`config.mk`:
```
export PLATFORM = sky130hd
export DESIGN_NAME = dynamic_vid_reference_stepper
export DESIGN_NICKNAME = d
export VERILOG_FILES = /design/src/hw/vid_stepper_pkg.sv /design/src/hw/dynamic_vid_reference_stepper.sv
export SDC_FILE = /design/constraint.sdc
export NUM_CORES = 1
export LEC_CHECK = 0
export BUFFER_PORTS_ARGS = -buffer_cell sky130_fd_sc_hd__buf_2
export CORE_MARGIN = 4
export CORE_UTILIZATION = 55
export CTS_BUF_LIST = sky130_fd_sc_hd__clkbuf_16
export DETAILED_ROUTE_END_ITERATION = 10
export PLACE_DENSITY = 0.75
export SLEW_MARGIN = 30
export SYNTH_ARGS = -nofsm -noshare
export SYNTH_HDL_FRONTEND = slang
export SYNTH_SLANG_ARGS = --single-unit
```
`constraint.sdc`:
```
create_clock -name sys_clk -period 8.11 [get_ports sys_clk]
set_input_delay 0.4055 -clock sys_clk [delete_from_list [all_inputs] [get_ports sys_clk]]
set_output_delay 0.4055 -clock sys_clk [all_outputs]
set_load 0.01 [all_outputs]
```
`src/hw/vid_stepper_pkg.sv`:
```
package vid_stepper_pkg;
  // mode encoding on the mode select pins
  typedef enum logic [1:0]
  {
    stepwise_code_mode = 2'h0,
    slew5_mode = 2'h1,
    slew6_mode = 2'h2
  } dac_mode_t;
  localparam int code_width = 8;
  localparam int sys_clk_khz = 50000;
  localparam int sample_clk_khz = 5500;
  localparam int slew_clk_khz = 345;
  // dividers derived from the clock rates, rounded down
  localparam int sample_div = sys_clk_khz / sample_clk_khz;
  localparam int slew_div = sys_clk_khz / slew_clk_khz;
  localparam logic [3:0] sample_div_last = 4'(sample_div - 1);
  localparam logic [7:0] slew_div_last = 8'(slew_div - 1);
  localparam logic [2:0] normal_qualify = 3'h3;
  localparam logic [2:0] off_qualify = 3'h4;
  localparam logic [code_width-1:0] reset_code = 8'h00;
  // off codes: two for the stepwise table, one for the 5-bit table
  localparam logic [code_width-1:0] off_code_stepwise_a = 8'h00;
  localparam logic [code_width-1:0] off_code_stepwise_b = 8'h01;
  localparam logic [code_width-1:0] off_code_slew5 = 8'h1f;
  localparam logic [code_width-1:0] slew5_mask = 8'h1f;
  localparam logic [code_width-1:0] slew6_mask = 8'h3f;
  // status that travels together to the regulator core
  typedef struct packed
  {
    logic [code_width-1:0] reference_code;
    logic slewing;
    logic latched_off;
  } ref_status_t;
endpackage

```
`src/hw/dynamic_vid_reference_stepper.sv`:
```
`timescale 1ns/1ns
module dynamic_vid_reference_stepper
  import vid_stepper_pkg::*;
(
  input wire logic sys_clk,
  input wire logic resetn,
  input wire logic enable,
  input wire dac_mode_t mode,
  input wire logic [code_width-1:0] voltage_select_code,
  input wire logic startup_done,
  input wire logic output_in_window,
  output ref_status_t status,
  output logic regulation_on,
  output logic power_good_flag
);
  // dividers for the sampling and slewing ticks
  logic [3:0] sample_cnt;
  logic sample_tick;
  logic [7:0] slew_cnt;
  logic slew_tick;

  // code qualification
  logic [code_width-1:0] cand;
  logic [2:0] same_cnt;
  logic [code_width-1:0] target;
  logic [code_width-1:0] masked;
  logic is_off;
  logic [2:0] need;
  logic accept;
  logic off_accept;

  // reference, latch and power good state
  logic started;
  logic [code_width-1:0] ref_code;
  logic [code_width-1:0] next_ref_code;
  logic slewing;
  logic latched_off;

  // status bundle is a plain copy of three registers
  assign status = '{
    reference_code: ref_code,
    slewing: slewing,
    latched_off: latched_off};

  // internal sampling tick
  always_ff @(posedge sys_clk)
  begin
    if (!resetn || sample_cnt == sample_div_last)
      sample_cnt <= 4'h0;
    else
      sample_cnt <= sample_cnt + 4'h1;
  end

  // one-cycle strobe at each sampling edge
  always_ff @(posedge sys_clk)
  begin
    if (!resetn)
      sample_tick <= 1'b0;
    else
      sample_tick <= (sample_cnt == sample_div_last);
  end

  // slew step tick
  always_ff @(posedge sys_clk)
  begin
    if (!resetn || slew_cnt == slew_div_last)
      slew_cnt <= 8'h00;
    else
      slew_cnt <= slew_cnt + 8'h01;
  end

  // one-cycle strobe at each slew step
  always_ff @(posedge sys_clk)
  begin
    if (!resetn)
      slew_tick <= 1'b0;
    else
      slew_tick <= (slew_cnt == slew_div_last);
  end

  // mask the pins to the width of the active table
  always_comb
  begin
    masked = voltage_select_code;
    unique case (mode)
      stepwise_code_mode:
        masked = voltage_select_code;
      slew5_mode:
        masked = voltage_select_code & slew5_mask;
      slew6_mode:
        masked = voltage_select_code & slew6_mask;
      default:
        masked = voltage_select_code;
    endcase
  end

  // off code detection; the 6-bit table has none
  always_comb
  begin
    is_off = 1'b0;
    unique case (mode)
      stepwise_code_mode:
        is_off = (masked == off_code_stepwise_a) || (masked == off_code_stepwise_b);
      slew5_mode:
        is_off = (masked == off_code_slew5);
      default:
        is_off = 1'b0;
    endcase
  end

  // acceptance at the last needed identical sample
  always_comb
  begin
    need = is_off ? off_qualify : normal_qualify;
    accept = sample_tick && (masked == cand) && (same_cnt == need - 3'h1);
    off_accept = accept && is_off;
  end

  // qualification of sampled codes
  always_ff @(posedge sys_clk)
  begin
    if (!resetn)
    begin
      cand <= reset_code;
      same_cnt <= 3'h0;
    end
    else if (sample_tick)
    begin
      if (masked != cand)
      begin
        cand <= masked;
        same_cnt <= 3'h1;
      end
      else if (same_cnt != 3'h7)
        same_cnt <= same_cnt + 3'h1;
    end
  end

  // accepted target code
  always_ff @(posedge sys_clk)
  begin
    if (!resetn)
      target <= reset_code;
    else if (accept && !is_off)
      target <= cand;
  end

  // next reference: jump in stepwise mode, one code per slow tick otherwise
  always_comb
  begin
    next_ref_code = ref_code;
    if (mode == stepwise_code_mode)
      next_ref_code = target;
    else if (slew_tick && ref_code < target)
      next_ref_code = ref_code + 8'h01;
    else if (slew_tick && ref_code > target)
      next_ref_code = ref_code - 8'h01;
  end

  // reference register
  always_ff @(posedge sys_clk)
  begin
    if (!resetn)
      ref_code <= reset_code;
    else
      ref_code <= next_ref_code;
  end

  // slewing flag while the reference trails the target
  always_ff @(posedge sys_clk)
  begin
    if (!resetn)
      slewing <= 1'b0;
    else
      slewing <= (mode != stepwise_code_mode) && (ref_code != target);
  end

  // off latch, cleared only by reset or enable low
  always_ff @(posedge sys_clk)
  begin
    if (!resetn || !enable)
      latched_off <= 1'b0;
    else if (off_accept)
      latched_off <= 1'b1;
  end

  // regulation drops in the same edge that sets the latch
  always_ff @(posedge sys_clk)
  begin
    if (!resetn)
      regulation_on <= 1'b0;
    else
      regulation_on <= enable && !latched_off && !off_accept;
  end

  // start-up seen since enable last rose
  always_ff @(posedge sys_clk)
  begin
    if (!resetn)
      started <= 1'b0;
    else
      started <= enable && (started || startup_done);
  end

  // power good, also blocked in the edge that latches off
  always_ff @(posedge sys_clk)
  begin
    if (!resetn)
      power_good_flag <= 1'b0;
    else
      power_good_flag <= started && enable && !latched_off && !off_accept && output_in_window;
  end
endmodule

```
==> flow_metrics.env, run 1 <==
export IMPL_clkSlewWorstSetupHoldPaths_ns=0.06
export IMPL_clock_skew_ns=0.002467
export IMPL_synth_commonest_cells="46 x dfxtp_1, 35 x nand2_1, 31 x nor2_1, 22 x ha_1, 17 x mux2i_1"
export IMPL_synth_area_um2=2565
export IMPL_ctsResizeCount=0
export IMPL_setup_tns_ns=0
export IMPL_fillCellCount=391
export IMPL_fin_hold_ws_ns=0.3355
export IMPL_synth_enable_flop_cells=0
export IMPL_r2r_end="ref_code[6]"
export IMPL_async_flop_share_pct=0
export IMPL_wl_per_cell_um=13.60
export IMPL_cts_tree="yes"
export IMPL_yosys_top_cells_area="dfxtp_1 36%, ha_1 11%, mux2i_1 6.6%"
export IMPL_place_congestion=0.9019
export IMPL_grt_max_degree=29
export IMPL_worst_pin_slew_ns=0.6626
export IMPL_die_y_um=76.29
export IMPL_hold_depth=3
export IMPL_yosysUniqueCellTypes=52
export IMPL_endpoint_kind="flip-flop"
export IMPL_cp_arrival_ns=3.35
export IMPL_drive_gt1_share_pct=12.38
export IMPL_ys_warn_count=0
export IMPL_syn_inst=285
export IMPL_drt_iter0_drc=112
export IMPL_drv_slew=0
export IMPL_clock_sinks=46
export IMPL_hp_class="in2reg"
export IMPL_via_per_inst=5.549
export IMPL_rsz0062_at_grt="false"
export IMPL_syn2layout_area_growth_pct=10.10
export IMPL_cts_root_buf="clkbuf_16"
export IMPL_r2r_start="target[2]"
export IMPL_antenna_cells=0
export IMPL_sw_frac_of_total_pct=24.93
export IMPL_clk_latency_ns=0.28
export IMPL_p_switching_w=0.0001235
export IMPL_core_um2=4444
export IMPL_cp_max_fo=12
export IMPL_p_int_w=0.0003718
export IMPL_cap_violations=0
export IMPL_crit_path_start_kind="flip-flop"
export IMPL_fin_crit_ns=3.172
export IMPL_clockBufferDepth=2
export IMPL_hold_buffers=0
export IMPL_p_leak_nw=1.234
export IMPL_worstPathRequired_ns=8.29
export IMPL_status="completed"
export IMPL_dp_hpwl_mm=3.538
export IMPL_synth_seq_cells=46
export IMPL_reg2reg_slack_ns=4.94
export IMPL_worst_slack_ns=4.938
export IMPL_power_density_nw_per_um2=175.4
export IMPL_fp_dieArea_um2=5820
export IMPL_grt_antenna_before_repair=0
export IMPL_numCtsBuffers=5
export IMPL_slew_limit_headroom_pct=55.82
export IMPL_ant_nets=0
export IMPL_synth_flop_cell="dfxtp_1"
export IMPL_grt_overflow_total=0
export IMPL_min_from="startup_done"
export IMPL_finalSetupViolCount=0
export IMPL_nets=344
export IMPL_netlist_top_cell_by_area="dfxtp_1"
export IMPL_worstSetupPathType="reg2reg"
export IMPL_rows=24
export IMPL_dpl_worst_slack_ns=4.953
export IMPL_grt_pass1_wl_mm=8.300
export IMPL_fin_crit_sh_pct=39.11
export IMPL_ff2ff_path_depth=12
export IMPL_syn_num_nets=323
export IMPL_avgSynthCellArea_um2=9.000
export IMPL_fmax_ghz=0.3153
export IMPL_drt_pre_antenna_iters=4
export IMPL_pwr_share_seq_pct=47.9
export IMPL_seq_area_um2=920.9
export IMPL_hold_violations=0
export IMPL_finalWirelength_mm=4.883
export IMPL_htree_levels=2
export IMPL_io_buffers=26
export IMPL_yosysMostFrequentCell="dfxtp_1"
export IMPL_grt_pass1_vias=1950
export IMPL_comb_power_share_pct=13.0
export IMPL_vias=1992
export IMPL_clkPwrFrac_pct=39.1
export IMPL_fp_dieW_um=76.29
export IMPL_synth_top_area_share_pct=35.90
export IMPL_whs_endpoint="started"
export IMPL_start_util_pct=57.71
export IMPL_num_io_pins=27
export IMPL_peakVddDrop_mv=0.09528
export IMPL_ys_seq_area_share_pct=35.90
export IMPL_multi_input_area_um2=1506
export IMPL_drc=0
export IMPL_track_usage_pct=17.21
export IMPL_post_cts_buffers=0
==> critical path, cell delays in order, from the launching register on <==
cell      delay [ns]
dfxtp_1         0.35
inv_1           0.05
ha_1            0.28
a21o_1          0.18
a221o_1         0.33
a221o_1         0.50
fa_1            0.48
a21oi_1         0.22
o21ai_1         0.08
a21oi_1         0.19
xor2_1          0.15
o211ai_1        0.09
o211a_1         0.15
==> worst max path at each step <==
| stage | from | endpoint | slack, ns |
|---|---|---|---|
| after floorplan | ref_code[1] | ref_code[6] | 5.14 |
| after global placement | ref_code[1] | ref_code[6] | 5.02 |
| after detailed placement | ref_code[1] | ref_code[6] | 4.95 |
| after CTS | ref_code[1] | ref_code[6] | 4.95 |
| after global routing | target[2] | ref_code[7] | 4.65 |
| final | target[2] | ref_code[6] | 4.94 |
==> sequential cells by signal, indices dropped and copies added, names as in the netlist <==
name / cells
cand: 8
ref_code: 8
slew_cnt: 8
target: 8
sample_cnt: 4
same_cnt: 3
latched_off: 1
power_good_flag: 1
regulation_on: 1
sample_tick: 1
slew_tick: 1
slewing: 1
started: 1
==> stage by stage <==
step	cell area, um^2	instances	util, %	total power [W]
finish	2824	359	63.54	0.0004953
global route	2824	359	63.54	0.0005185
CTS	2824	359	63.54	0.0004999
detailed placement	2686	351	60.44	0.0003064
global placement	2686	351	60.44	0.0003048
floorplan	2565	285	-	0.0002905
==> layer usage <==
layer	vias up	global-route usage (%)	wire, um
met5	-	0	0
met4	0	7.065	88
met3	9	4.137	219
met2	35	27.59	2159
met1	924	22.16	2415
li1	1024	-	-
==> layout make-up <==
| cell class | instances | area share (%) |
|---|---|---|
| Multi-Input combinational cell | 210 | 53.34 |
| Timing Repair Buffer | 26 | 4.608 |
| Clock buffer | 5 | 4.431 |
| Sequential cell | 46 | 32.61 |
| Clock inverter | 3 | 0.4431 |
| Tap cell | 52 | 2.304 |
| Inverter | 17 | 2.260 |
==> placed cells by master (no fill, tap or decap), types with 2 or more instances in the layout <==
cell,netlist,layout
o21ai_0,3,3
nand3_1,7,7
nor3_1,4,4
dfxtp_1,46,46
clkbuf_16,0,5
nand4_1,3,3
and2_1,2,2
nor2_1,31,31
inv_1,16,17
a21oi_1,6,6
o211ai_1,4,4
o211a_1,5,5
mux2i_1,17,17
ha_1,22,22
o21ai_1,2,2
nand3b_1,2,2
nand2_1,35,35
a221o_1,2,2
and3_1,5,5
xnor2_1,12,12
a21o_1,3,3
nor2b_1,5,5
and4_1,2,2
xor2_1,8,8
buf_2,2,26
a22oi_1,2,2
nand2b_1,4,4
a31oi_1,2,2
a32oi_1,2,2
==> power by group through the flow <==
stage          combinational (W)  clock [W]  sequential (W)
3_3_place_gp           0.0000628          0        0.000242
3_5_place_dp           0.0000642          0        0.000242
2_1_floorplan          0.0000481          0        0.000242
5_1_grt                0.0000729   0.000208        0.000238
4_1_cts                0.0000649   0.000198        0.000237
6_report               0.0000644   0.000194        0.000237
==> cell families (layout without fill, tap and decap cells) <==
kind of cell,count (synthesis),in the layout,share of synthesized area [%]
mux,19,19,7.512
flops,46,46,35.90
xor+xnor,20,20,6.829
fa+ha+maj,23,23,11.51
simple gates,109,109,20.68
compound gates,39,39,12.20
buf+inv,29,51,5.366
Power figures use the tool's default switching activity.
==> inputs of run 2 (changes only) <==
==> constraint.sdc (replaced) <==
create_clock -name sys_clk -period 2.96 [get_ports sys_clk]
set_input_delay 0.148 -clock sys_clk [delete_from_list [all_inputs] [get_ports sys_clk]]
set_output_delay 0.148 -clock sys_clk [all_outputs]
set_load 0.01 [all_outputs]
==> run 2 against run 1 <==
Clock skew is 0.0033 ns higher; setup slack got worse by 4.9 ns; global-route usage rose by 1.8 points; sequential share of layout area fell by 2.8 points; critical endpoint is now ref_code[3]; largest power group unchanged; highest routed layer unchanged.
==> flow_metrics.env, run 2 (synthesized netlist as in run 1, its figures left out) <==
export IMPL_status="completed"
export IMPL_power_density_nw_per_um2=464.7
export IMPL_hp_class="in2reg"
export IMPL_io_buffers=26
export IMPL_fp_dieW_um=76.29
export IMPL_cap_violations=0
export IMPL_clock_sinks=46
export IMPL_multi_input_area_um2=1649
export IMPL_nets=361
export IMPL_vias=2075
export IMPL_finalWirelength_mm=5.559
export IMPL_drv_slew=0
export IMPL_dpl_worst_slack_ns=-0.01120
export IMPL_seq_area_um2=928.4
export IMPL_slew_limit_headroom_pct=66.40
export IMPL_worstPathRequired_ns=3.13
export IMPL_crit_chain="ha_1, and3_4, a221o_1, a221o_2, ha_2, nand3_1, and2_1, xnor2_1, o211ai_1, o211a_1"
export IMPL_power_w=0.001448
export IMPL_min_from="startup_done"
export IMPL_final_cell_mix="40 x dfxtp_1, 33 x nand2_1, 30 x nor2_1"
export IMPL_clockBufferDepth=2
export IMPL_r2r_start="ref_code[1]"
export IMPL_grt_pass1_wl_mm=9.114
export IMPL_clk_latency_ns=0.28
export IMPL_die_y_um=76.29
export IMPL_hold_buffers=0
export IMPL_dpl_cell_count=364
export IMPL_hold_violations=0
export IMPL_worst_slack_ns=0.04380
export IMPL_p_leak_nw=1.337
export IMPL_syn2layout_area_growth_pct=21.51
export IMPL_ant_nets=0
export IMPL_grt_antenna_before_repair=0
export IMPL_final_common_cell="dfxtp_1"
export IMPL_cp_arrival_ns=3.09
export IMPL_placed_cell_area_um2=2785
export IMPL_fillCellCount=351
export IMPL_start_util_pct=57.71
export IMPL_cts_tree="yes"
export IMPL_grt_overflow_total=0
export IMPL_rows=24
export IMPL_drt_pre_antenna_iters=4
export IMPL_drt_iter0_drc=134
export IMPL_drc=0
export IMPL_fin_cells=376
export IMPL_clkSlewWorstSetupHoldPaths_ns=0.06
export IMPL_place_congestion=0.9415
export IMPL_worst_pin_slew_ns=0.5040
export IMPL_antenna_cells=0
export IMPL_num_io_pins=27
export IMPL_fin_crit_ns=2.916
export IMPL_crit_path_start_kind="flip-flop"
export IMPL_via_per_inst=5.519
export IMPL_grt_pass1_vias=2047
export IMPL_drive_gt1_share_pct=25.00
export IMPL_cpPeakStageDelay_ns=0.45
export IMPL_track_usage_pct=19.04
export IMPL_clock_skew_ns=0.005737
export IMPL_grt_max_degree=29
export IMPL_numCtsBuffers=5
export IMPL_rsz0062_at_grt="true"
export IMPL_final_cell_area_um2=3117
export IMPL_fin_crit_sh_pct=98.52
export IMPL_fmax_ghz=0.3429
export IMPL_endpoint_kind="flip-flop"
export IMPL_finalSetupViolCount=0
export IMPL_htree_levels=2
export IMPL_critical_path_startpoint="ref_code[1]"
export IMPL_path_delay_family="compound AO/OA/AOI/OAI gates"
export IMPL_cp_slowest_cell="a221o_2"
export IMPL_wl_per_cell_um=14.78
export IMPL_core_um2=4444
export IMPL_worstSetupPathType="reg2reg"
export IMPL_cts_root_buf="clkbuf_16"
export IMPL_fp_dieArea_um2=5820
export IMPL_dp_hpwl_mm=3.691
export IMPL_cp_max_fo=6
export IMPL_crit_buf_inv=0
export IMPL_peakVddDrop_mv=0.3277
[run 2: changes by cell type in the layout (fill, tap and decap cells not counted), sizes merged]
cell | previous run | this run
inv | 18 | 17
clkinvlp | 0 | 1
buf | 26 | 43
[run 2: where the power goes]
| part | leakage, nW | switching (W) | total (W) | internal, W |
|---|---|---|---|---|
| sequential | 0.376 | 0.0000137 | 0.000650 | 0.000636 |
| clock | 0.0672 | 0.000236 | 0.000545 | 0.000308 |
| combinational | 0.894 | 0.000130 | 0.000254 | 0.000124 |
[run 2: metrics by stage]
step | utilization [%] | setup TNS [ns] | hold slack [ns]
5_1_grt | 70.13 | -0.2118 | 0.1189
6_report | 70.13 | 0 | 0.07216
4_1_cts | 66.92 | 0 | 0.07291
3_3_place_gp | 62.67 | 0 | 0.3605
2_1_floorplan | - | 0 | 0.2687
3_5_place_dp | 62.67 | -0.01865 | 0.3691
[run 2: worst paths after layout]
| check | slack [ns] | endpoint | cells after the start |
|---|---|---|---|
| worst min-delay path | 0.07 | started | 3 |
| worst max register to register | 0.04 | ref_code[3] | 10 |
| worst max-delay path | 0.04 | ref_code[3] | 10 |
| worst min register to register | 0.45 | power_good_flag | 2 |
[run 2: repair_timing]
item / CTS / global route
resized for setup: 3 / 30
pin swaps: 5 / 8
buffers inserted: 4 / 0
endpoints found under the setup margin: 2 / 5
[run 2: layout make-up]
type | count | share of cell area, %
tap | 52 | 2.088
inverter | 17 | 2.047
clock buffer | 5 | 4.014
timing repair buffer | 43 | 8.631
sequential | 46 | 29.79
clock inverter | 3 | 0.5219
multi-input combinational | 210 | 52.91
[run 2: worst register-to-register path: cells and delay by family (launching register included)]
family,cells,cell delay (ns)
xor+xnor,1,0.21
compound gates,4,1.05
flops,1,0.33
fa+ha+maj,2,0.72
simple gates,3,0.49
[run 2: per-layer routing]
layer / track usage [%] / share of wire [%] / wire length (um) / vias to the layer above
met3: 4.492 / 3.8 / 209 / 12
met1: 23.72 / 47 / 2585 / 966
met4: 6.522 / 2.6 / 143 / 0
met5: 0 / 0 / 0 / -
met2: 32.16 / 47 / 2622 / 35
li1: - / - / - / 1062
